[src/sact_defines.svh]
// Purpose: Offsets, field positions, reset values and bus response codes of the slope capture timer
// Assumes: Register byte address is four times the register index
// Notes:   Included by bare name; definitions only
`ifndef SACT_DEFINES_SVH
`define SACT_DEFINES_SVH

// Register indices, compared against address bits 11:2
`define SACT_IDX_FLAGS      10'h00c
`define SACT_IDX_IRQ_EN     10'h00d
`define SACT_IDX_CNT_LO     10'h00e
`define SACT_IDX_CNT_HI     10'h00f
`define SACT_IDX_CAP_LO     10'h015
`define SACT_IDX_CAP_HI     10'h016
`define SACT_IDX_CTRL       10'h01f

// Control register fields
`define SACT_CTRL_CHAN_MSB  7
`define SACT_CTRL_CHAN_LSB  4
`define SACT_CTRL_AMUX_BIT  2
`define SACT_CTRL_HOLD_BIT  1
`define SACT_CTRL_ZERO_BIT  0
`define SACT_CTRL_RESET     8'h02

// Flag and enable register fields
`define SACT_FLAG_CAP_BIT   1
`define SACT_FLAG_WRAP_BIT  0

// Reset values and the last count before the counter wraps
`define SACT_CNT_RESET      16'h0000
`define SACT_CAP_RESET      16'h0000
`define SACT_CNT_LAST       16'hffff

// Bus responses
`define SACT_RESP_OKAY      2'h0
`define SACT_RESP_SLVERR    2'h2

`endif

[src/sact_pkg.sv]
// Purpose: Types shared by the slope capture timer files
// Assumes: Nothing
// Notes:   Never imported; always referenced with the package scope
package sact_pkg;

    typedef enum logic [1:0] {
        SACT_IDLE   = 2'b00,
        SACT_RUN    = 2'b01,
        SACT_PAUSED = 2'b10
    } sact_state_t;

endpackage

[src/sact_flag.sv]
// Purpose: One sticky event flag
// Assumes: Clear request is a one-cycle software pulse
// Notes:   A set in the same cycle as a clear wins
`timescale 1ns/1ps
module sact_flag (
    // Clock and reset
    input  wire logic clk,
    input  wire logic resetn,
    input  wire logic ce,
    // Event and clear
    input  wire logic setEvent,
    input  wire logic clearReq,
    // State
    output logic      flag
);

    always_ff @(posedge clk) begin
        if (!resetn) begin
            flag <= 1'b0;
        end else if (ce) begin
            if (setEvent) begin
                flag <= 1'b1;
            end else if (clearReq) begin
                flag <= 1'b0;
            end
        end
    end

endmodule

[src/sact_axil_slave.sv]
// Purpose: AXI4-Lite slave front end for the slope capture timer registers
// Assumes: Register file decodes the address and answers combinationally
// Notes:   One write and one read in flight; a write answers one cycle after its last item is taken, a read at the edge that takes the address
`timescale 1ns/1ps
`include "sact_defines.svh"
module sact_axil_slave (
    // Clock and reset
    input  wire logic        clk,
    input  wire logic        resetn,
    input  wire logic        ce,
    // Write address and data
    input  wire logic [11:0] s_axi_awaddr,
    input  wire logic        s_axi_awvalid,
    output logic             s_axi_awready,
    input  wire logic [31:0] s_axi_wdata,
    input  wire logic [3:0]  s_axi_wstrb,
    input  wire logic        s_axi_wvalid,
    output logic             s_axi_wready,
    // Write response
    output logic [1:0]       s_axi_bresp,
    output logic             s_axi_bvalid,
    input  wire logic        s_axi_bready,
    // Read address and data
    input  wire logic [11:0] s_axi_araddr,
    input  wire logic        s_axi_arvalid,
    output logic             s_axi_arready,
    output logic [31:0]      s_axi_rdata,
    output logic [1:0]       s_axi_rresp,
    output logic             s_axi_rvalid,
    input  wire logic        s_axi_rready,
    // Register file side
    output logic             regWrite,
    output logic [11:0]      regWrAddr,
    output logic [7:0]       regWrData,
    input  wire logic        regWrHit,
    output logic [11:0]      regRdAddr,
    input  wire logic [7:0]  regRdData,
    input  wire logic        regRdHit
);

    logic        awHeld;
    logic        wHeld;
    logic        strbLow;
    logic [7:0]  wDataQ;
    wire         awTake = s_axi_awvalid & s_axi_awready & ce;
    wire         wTake  = s_axi_wvalid & s_axi_wready & ce;
    wire         arTake = s_axi_arvalid & s_axi_arready & ce;
    wire         doWrite = awHeld & wHeld & ~s_axi_bvalid & ce;

    assign s_axi_awready = ~awHeld;
    assign s_axi_wready  = ~wHeld;
    assign s_axi_arready = ~s_axi_rvalid;
    // Only byte lane 0 carries register data; other lanes are dropped
    assign regWrite      = doWrite & strbLow;
    assign regWrData     = wDataQ;
    assign regRdAddr     = s_axi_araddr;

    always_ff @(posedge clk) begin
        if (!resetn) begin
            awHeld       <= 1'b0;
            wHeld        <= 1'b0;
            strbLow      <= 1'b0;
            wDataQ       <= 8'h00;
            regWrAddr    <= 12'h000;
            s_axi_bvalid <= 1'b0;
            s_axi_bresp  <= `SACT_RESP_OKAY;
        end else if (ce) begin
            if (awTake) begin
                awHeld    <= 1'b1;
                regWrAddr <= s_axi_awaddr;
            end
            if (wTake) begin
                wHeld   <= 1'b1;
                wDataQ  <= s_axi_wdata[7:0];
                strbLow <= s_axi_wstrb[0];
            end
            if (doWrite) begin
                awHeld       <= 1'b0;
                wHeld        <= 1'b0;
                s_axi_bvalid <= 1'b1;
                s_axi_bresp  <= regWrHit ? `SACT_RESP_OKAY : `SACT_RESP_SLVERR;
            end else if (s_axi_bvalid && s_axi_bready) begin
                s_axi_bvalid <= 1'b0;
            end
        end
    end

    always_ff @(posedge clk) begin
        if (!resetn) begin
            s_axi_rvalid <= 1'b0;
            s_axi_rdata  <= 32'h00000000;
            s_axi_rresp  <= `SACT_RESP_OKAY;
        end else if (ce) begin
            if (arTake) begin
                s_axi_rvalid <= 1'b1;
                s_axi_rdata  <= {24'h000000, regRdData};
                s_axi_rresp  <= regRdHit ? `SACT_RESP_OKAY : `SACT_RESP_SLVERR;
            end else if (s_axi_rvalid && s_axi_rready) begin
                s_axi_rvalid <= 1'b0;
            end
        end
    end

endmodule

[src/sact_top.sv]
// Purpose: Capture timer and conversion control of a slope analog-to-digital converter
// Assumes: Comparator output is synchronous to clk; clk is the device oscillator
// Notes:   Registers are byte wide in the low lane of an AXI4-Lite word
`timescale 1ns/1ps
`include "sact_defines.svh"
module sact_top (
    // Clock, enable and reset
    input  wire logic        clk,
    input  wire logic        ce,
    input  wire logic        resetn,
    // AXI4-Lite write channels
    input  wire logic [11:0] s_axi_awaddr,
    input  wire logic        s_axi_awvalid,
    output logic             s_axi_awready,
    input  wire logic [31:0] s_axi_wdata,
    input  wire logic [3:0]  s_axi_wstrb,
    input  wire logic        s_axi_wvalid,
    output logic             s_axi_wready,
    output logic [1:0]       s_axi_bresp,
    output logic             s_axi_bvalid,
    input  wire logic        s_axi_bready,
    // AXI4-Lite read channels
    input  wire logic [11:0] s_axi_araddr,
    input  wire logic        s_axi_arvalid,
    output logic             s_axi_arready,
    output logic [31:0]      s_axi_rdata,
    output logic [1:0]       s_axi_rresp,
    output logic             s_axi_rvalid,
    input  wire logic        s_axi_rready,
    // Analog side
    input  wire logic        comparatorOut,
    output logic             rampDischarge,
    output logic             rampCurrentOn,
    output logic             analogPowerOn,
    output logic             counterClockOn,
    output logic [3:0]       inputChannelSelect,
    output logic             amuxOutEnable,
    output logic             zeroEnable,
    // Interrupt requests
    output logic             captureIrq,
    output logic             wrapIrq
);

    // Register bus front end
    logic        regWrite;
    logic [11:0] regWrAddr;
    logic [7:0]  regWrData;
    logic [11:0] regRdAddr;
    wire  [7:0]  regRdData;
    wire         regWrHit;
    wire         regRdHit;

    sact_axil_slave u_bus (
        .clk           (clk),
        .resetn        (resetn),
        .ce            (ce),
        .s_axi_awaddr  (s_axi_awaddr),
        .s_axi_awvalid (s_axi_awvalid),
        .s_axi_awready (s_axi_awready),
        .s_axi_wdata   (s_axi_wdata),
        .s_axi_wstrb   (s_axi_wstrb),
        .s_axi_wvalid  (s_axi_wvalid),
        .s_axi_wready  (s_axi_wready),
        .s_axi_bresp   (s_axi_bresp),
        .s_axi_bvalid  (s_axi_bvalid),
        .s_axi_bready  (s_axi_bready),
        .s_axi_araddr  (s_axi_araddr),
        .s_axi_arvalid (s_axi_arvalid),
        .s_axi_arready (s_axi_arready),
        .s_axi_rdata   (s_axi_rdata),
        .s_axi_rresp   (s_axi_rresp),
        .s_axi_rvalid  (s_axi_rvalid),
        .s_axi_rready  (s_axi_rready),
        .regWrite      (regWrite),
        .regWrAddr     (regWrAddr),
        .regWrData     (regWrData),
        .regWrHit      (regWrHit),
        .regRdAddr     (regRdAddr),
        .regRdData     (regRdData),
        .regRdHit      (regRdHit)
    );

    // Register state
    logic [15:0]          rampCountTimer;
    logic [15:0]          rampCaptureReg;
    logic [7:0]           convControlReg;
    logic [1:0]           irqEnable;
    logic                 captureArmed;
    logic                 comparatorPrev;
    sact_pkg::sact_state_t state;
    sact_pkg::sact_state_t next_state;
    logic                 captureEventFlag;
    logic                 counterWrapFlag;

    // Write decode
    wire [9:0] wrIdx     = regWrAddr[11:2];
    wire       wrCntLo   = regWrite & (wrIdx == `SACT_IDX_CNT_LO);
    wire       wrCntHi   = regWrite & (wrIdx == `SACT_IDX_CNT_HI);
    wire       wrCapLo   = regWrite & (wrIdx == `SACT_IDX_CAP_LO);
    wire       wrCapHi   = regWrite & (wrIdx == `SACT_IDX_CAP_HI);
    wire       wrCtrl    = regWrite & (wrIdx == `SACT_IDX_CTRL);
    wire       wrFlags   = regWrite & (wrIdx == `SACT_IDX_FLAGS);
    wire       wrIrqEn   = regWrite & (wrIdx == `SACT_IDX_IRQ_EN);
    wire       cntWrite  = wrCntLo | wrCntHi;
    assign regWrHit = (wrIdx == `SACT_IDX_CNT_LO) | (wrIdx == `SACT_IDX_CNT_HI)
                    | (wrIdx == `SACT_IDX_CAP_LO) | (wrIdx == `SACT_IDX_CAP_HI)
                    | (wrIdx == `SACT_IDX_CTRL)   | (wrIdx == `SACT_IDX_FLAGS)
                    | (wrIdx == `SACT_IDX_IRQ_EN);

    // Read decode
    wire [9:0] rdIdx     = regRdAddr[11:2];
    wire [7:0] flagsView = {6'h00, captureEventFlag, counterWrapFlag};
    assign regRdData = (rdIdx == `SACT_IDX_CNT_LO) ? rampCountTimer[7:0]   :
                       (rdIdx == `SACT_IDX_CNT_HI) ? rampCountTimer[15:8]  :
                       (rdIdx == `SACT_IDX_CAP_LO) ? rampCaptureReg[7:0]   :
                       (rdIdx == `SACT_IDX_CAP_HI) ? rampCaptureReg[15:8]  :
                       (rdIdx == `SACT_IDX_CTRL)   ? (convControlReg & 8'hf7) :
                       (rdIdx == `SACT_IDX_FLAGS)  ? flagsView             :
                       (rdIdx == `SACT_IDX_IRQ_EN) ? {6'h00, irqEnable}    :
                       8'h00;
    assign regRdHit  = (rdIdx == `SACT_IDX_CNT_LO) | (rdIdx == `SACT_IDX_CNT_HI)
                     | (rdIdx == `SACT_IDX_CAP_LO) | (rdIdx == `SACT_IDX_CAP_HI)
                     | (rdIdx == `SACT_IDX_CTRL)   | (rdIdx == `SACT_IDX_FLAGS)
                     | (rdIdx == `SACT_IDX_IRQ_EN);

    // Control register
    wire holdBit     = convControlReg[`SACT_CTRL_HOLD_BIT];
    wire next_hold   = wrCtrl ? regWrData[`SACT_CTRL_HOLD_BIT] : holdBit;

    always_ff @(posedge clk) begin
        if (!resetn) begin
            convControlReg <= `SACT_CTRL_RESET;
            irqEnable      <= 2'h0;
        end else if (ce) begin
            if (wrCtrl) begin
                convControlReg <= regWrData;
            end
            if (wrIrqEn) begin
                irqEnable <= regWrData[1:0];
            end
        end
    end

    // Channel select and analog options straight from the register flops
    assign inputChannelSelect = convControlReg[`SACT_CTRL_CHAN_MSB:`SACT_CTRL_CHAN_LSB];
    assign amuxOutEnable      = convControlReg[`SACT_CTRL_AMUX_BIT];
    assign zeroEnable         = convControlReg[`SACT_CTRL_ZERO_BIT];

    // Conversion state: hold forces idle from any state
    always_comb begin
        next_state = state;
        if (next_hold) begin
            next_state = sact_pkg::SACT_IDLE;
        end else begin
            unique case (state)
                sact_pkg::SACT_IDLE:   next_state = sact_pkg::SACT_RUN;
                sact_pkg::SACT_RUN:    next_state = wrCntHi ? sact_pkg::SACT_PAUSED
                                                            : sact_pkg::SACT_RUN;
                sact_pkg::SACT_PAUSED: next_state = wrCntLo ? sact_pkg::SACT_RUN
                                                            : sact_pkg::SACT_PAUSED;
                default:               next_state = sact_pkg::SACT_IDLE;
            endcase
        end
    end

    always_ff @(posedge clk) begin
        if (!resetn) begin
            state <= sact_pkg::SACT_IDLE;
        end else if (ce) begin
            state <= next_state;
        end
    end

    wire running = (state == sact_pkg::SACT_RUN);

    // Idle gating saves power between conversions
    assign rampDischarge  = (state == sact_pkg::SACT_IDLE);
    assign rampCurrentOn  = (state != sact_pkg::SACT_IDLE);
    assign analogPowerOn  = (state != sact_pkg::SACT_IDLE);
    assign counterClockOn = running & ce;

    // Counter; a bus write beats the increment and is never cleared by hardware
    wire [15:0] countPlusOne = rampCountTimer + 16'h0001;
    wire        wrapEvent    = ce & running & ~cntWrite
                             & (rampCountTimer == `SACT_CNT_LAST);

    always_ff @(posedge clk) begin
        if (!resetn) begin
            rampCountTimer <= `SACT_CNT_RESET;
        end else if (ce) begin
            if (wrCntLo) begin
                rampCountTimer[7:0] <= regWrData;
            end else if (wrCntHi) begin
                rampCountTimer[15:8] <= regWrData;
            end else if (running) begin
                rampCountTimer <= countPlusOne;
            end
        end
    end

    // Capture on comparator falling edge, once per conversion
    wire captureEvent = ce & running & captureArmed & comparatorPrev & ~comparatorOut;

    always_ff @(posedge clk) begin
        if (!resetn) begin
            comparatorPrev <= 1'b0;
            captureArmed   <= 1'b0;
        end else if (ce) begin
            comparatorPrev <= comparatorOut;
            if (state == sact_pkg::SACT_IDLE) begin
                captureArmed <= 1'b1;
            end else if (captureEvent) begin
                captureArmed <= 1'b0;
            end
        end
    end

    // A capture beats a software write in the same cycle
    always_ff @(posedge clk) begin
        if (!resetn) begin
            rampCaptureReg <= `SACT_CAP_RESET;
        end else if (ce) begin
            if (captureEvent) begin
                rampCaptureReg <= rampCountTimer;
            end else if (wrCapLo) begin
                rampCaptureReg[7:0] <= regWrData;
            end else if (wrCapHi) begin
                rampCaptureReg[15:8] <= regWrData;
            end
        end
    end

    // Sticky flags, write one to clear
    wire clrCap  = wrFlags & regWrData[`SACT_FLAG_CAP_BIT];
    wire clrWrap = wrFlags & regWrData[`SACT_FLAG_WRAP_BIT];

    sact_flag u_cap_flag (
        .clk      (clk),
        .resetn   (resetn),
        .ce       (ce),
        .setEvent (captureEvent),
        .clearReq (clrCap),
        .flag     (captureEventFlag)
    );

    sact_flag u_wrap_flag (
        .clk      (clk),
        .resetn   (resetn),
        .ce       (ce),
        .setEvent (wrapEvent),
        .clearReq (clrWrap),
        .flag     (counterWrapFlag)
    );

    assign captureIrq = captureEventFlag & irqEnable[`SACT_FLAG_CAP_BIT];
    assign wrapIrq    = counterWrapFlag & irqEnable[`SACT_FLAG_WRAP_BIT];
endmodule

[config.mk]
export PLATFORM = sky130hd
export DESIGN_NAME = sact_top
export DESIGN_NICKNAME = d
export VERILOG_FILES = /design/src/sact_pkg.sv /design/src/sact_flag.sv /design/src/sact_axil_slave.sv /design/src/sact_top.sv
export VERILOG_INCLUDE_DIRS = /design/src
export SDC_FILE = /design/constraint.sdc
export NUM_CORES = 1
export LEC_CHECK = 0
export ABC_AREA = 1
export BUFFER_PORTS_ARGS = -buffer_cell sky130_fd_sc_hd__buf_2
export CORE_MARGIN = 2
export CORE_UTILIZATION = 53
export DETAILED_ROUTE_END_ITERATION = 16
export MAX_ROUTING_LAYER = met4
export PLACE_DENSITY = 0.8
export SYNTH_ARGS = -nofsm -noshare
export SYNTH_HDL_FRONTEND = slang
export SYNTH_SLANG_ARGS = --single-unit
[constraint.sdc]
create_clock -name clk -period 1.9 [get_ports clk]
set_input_delay 0.095 -clock clk [delete_from_list [all_inputs] [get_ports clk]]
set_output_delay 0.095 -clock clk [all_outputs]
set_load 0.01 [all_outputs]
==> qor.txt <==
CP required = 2140 ps
PwrDens = 642.4 nW/um2
Gate Count Post-Synth = 680
Fin. Hold Viols = 0
worst relative slew slack = 55.07%
nets = 813
register area share after synthesis = 34.93%
Rows = 33
commonest non-fill, non-tap cells in the layout = nand2_1 (126), a21oi_1 (82), dfxtp_1 (80)
Critical Setup Path Class = flip-flop to flip-flop
EDFF count, synth = 0
clk_lat worst skew = 360 ps
most common cell after layout, fill and taps aside = nand2_1
syn avg cell area = 6.742 um2
placed inst area = 4846 um2
vias in the first global route = 4185
DP HPWL = 8757 um
largest net degree at the start of global routing = 53
Synth async-reset ratio = 0%
CTS tree = yes
Die Footprint = 9410 um2
FF+latch count, synth = 80
Area Growth Syn to Fin = 10.75%
Tot GR Track Use = 26.68%
WL final = 12160 um
Slew Limit Fails = 0
initial antenna violation count = 0
top_reg_cell synth = dfxtp_1
RSZ-0062 raised after global routing = no
post-CTS sizing = 0
post-synth cell types = 43
number of H-tree levels = 3
postcts setup bufs = 0
DRT Pass-1 Iters = 5
vias post-DR = 4628
Die Y = 97.01 um
skew final = 14.77 ps
num ports = 122
# setup viols final = 0
fraction of layout cells with a size suffix above 1 = 17.80%
DRT antenna net count = 0
gpl congestion = 0.9000
Leak Pwr = 2.213 nW
Core Region = 8299 um2
Worst setup EP type = flip-flop
Overflow after GRT = 0
DRC = 0
Die Wd = 97.01 um
setup_tns = 0 ps
Peak VDD IR = 0.4030 mV
outcome = finished clean
Ys Warns = 0
CTS Buf Count = 9
Reg clk slew, reported paths = 90 ps
CTS max path bufs = 2
CP Data Arrival Time = 1910 ps
pre-CTS setup slack = 246.4 ps
root buf cell = clkbuf_8
Cell Area, Synth = 4584 um2
critical path peak fanout = 15
Inserted Diodes = 0
filler cell count = 786
global-route wire length before repair = 20360 um
Initial Utilization = 55.24%
wire per inst = 14.27 um
fin util = 61.18%
Worst setup SP type = flip-flop
IO Port Bufs = 64
FMAX = 599.8 MHz
drt first-iter violations = 347
worst slew pin tran = 667.8 ps
Final Cycle Share = 87.75%
via-per-instance ratio = 5.432
Final Worst Setup Slack = 232.7 ps
final instance area = 5077 um2
Clock Sink Count = 80
final critical-path required period = 1667 ps
HP Class = input pin to flip-flop
max cap viols = 0
[worst paths after layout]
| path | start | end | slack (ps) | cells past startpoint |
|---|---|---|---|---|
| worst max-delay path | u_bus.regWrAddr[4] | rampCountTimer[10] | 230 | 9 |
| worst min register to register | comparatorPrev | comparatorPrev | 460 | 2 |
| worst min-delay path | s_axi_bready | u_bus.s_axi_bvalid | 6 | 4 |
| worst max register to register | u_bus.regWrAddr[4] | rampCountTimer[10] | 230 | 9 |
[metal layers]
layer	global-route usage [%]	routed length, um	vias up
li1	-	-	2302
met1	35.56	5418	2110
met2	43.11	5790	195
met3	3.035	740	21
met4	7.476	212	0
met5	-	0	-
[state kept, by name, indices dropped and copies added (netlist names), 2 cells and up]
register and count:
irqEnable 2, rampCountTimer 16, u_bus.regWrData 8, rampCaptureReg 16
u_bus.regWrAddr 10, convControlReg 7, state 2, u_bus.s_axi_rdata 8
[Yosys cell counts (5+ instances only)]
cell	count	area, um2
o21ai_1	6	30.03
buf_4	34	255.2
xor2_1	5	43.79
o211ai_1	5	37.54
a21oi_1	82	410.4
nor2_2	6	37.54
nand2_2	5	31.28
nand4_1	24	150.1
clkbuf_1	11	41.29
dfxtp_1	80	1602
inv_1	67	251.5
nand2_1	126	473.0
nor2_1	70	262.8
o21ai_0	64	320.3
buf_6	6	67.56
nand3_1	34	170.2
inv_2	11	41.29
[critical path, stage by stage (launching register included)]
cell and delay (ps):
dfxtp_1 360, nand2_1 90, inv_2 90, nand2_4 70, nor3_4 230, nand2_4 190, nand3_4 200, inv_2 110
o21ai_0 160, nor2_1 60
[report_power, final]
part | switching, mW | total, mW | internal [mW]
registers | 0.0259 | 1.74 | 1.71
logic | 0.219 | 0.319 | 0.100
clock network | 0.661 | 1.20 | 0.542
total | 0.906 | 3.26 | 2.36
[area by class of cell]
type	instances	area, um2	area share, %
Inverter	80	305.3	6.013
Sequential cell	80	1602	31.54
Clock buffer	11	151.4	2.982
Timing Repair Buffer	82	467.9	9.216
Multi-Input combinational cell	490	2390	47.07
Clock inverter	4	30.03	0.5914
Tap cell	105	131.4	2.587
[through the flow]
step,std cells,power [mW],hold WS [ps]
2_1_floorplan,705,2.016,229.9
3_3_place_gp,832,2.073,314.5
3_5_place_dp,832,2.083,323.2
4_1_cts,852,3.249,7.420
5_1_grt,852,3.378,41.94
6_report,852,3.262,5.689
[what timing repair did]
action / in CTS / in global routing
hold buffers: 5 / 0
endpoints found under the setup margin: 0 / 0
endpoints found under the hold margin: 5 / 0
[logic make-up after synthesis]
group,count (synthesis),synth area share (%)
AO/OA/AOI/OAI,165,18.75
XOR/XNOR,6,1.146
adder cells (fa/ha/maj),1,0.2729
buffers and inverters,135,14.98
flip-flops,80,34.93
other,1,0.08180
AND/OR/NAND/NOR,292,29.83
Power figures use the tool's default switching activity.
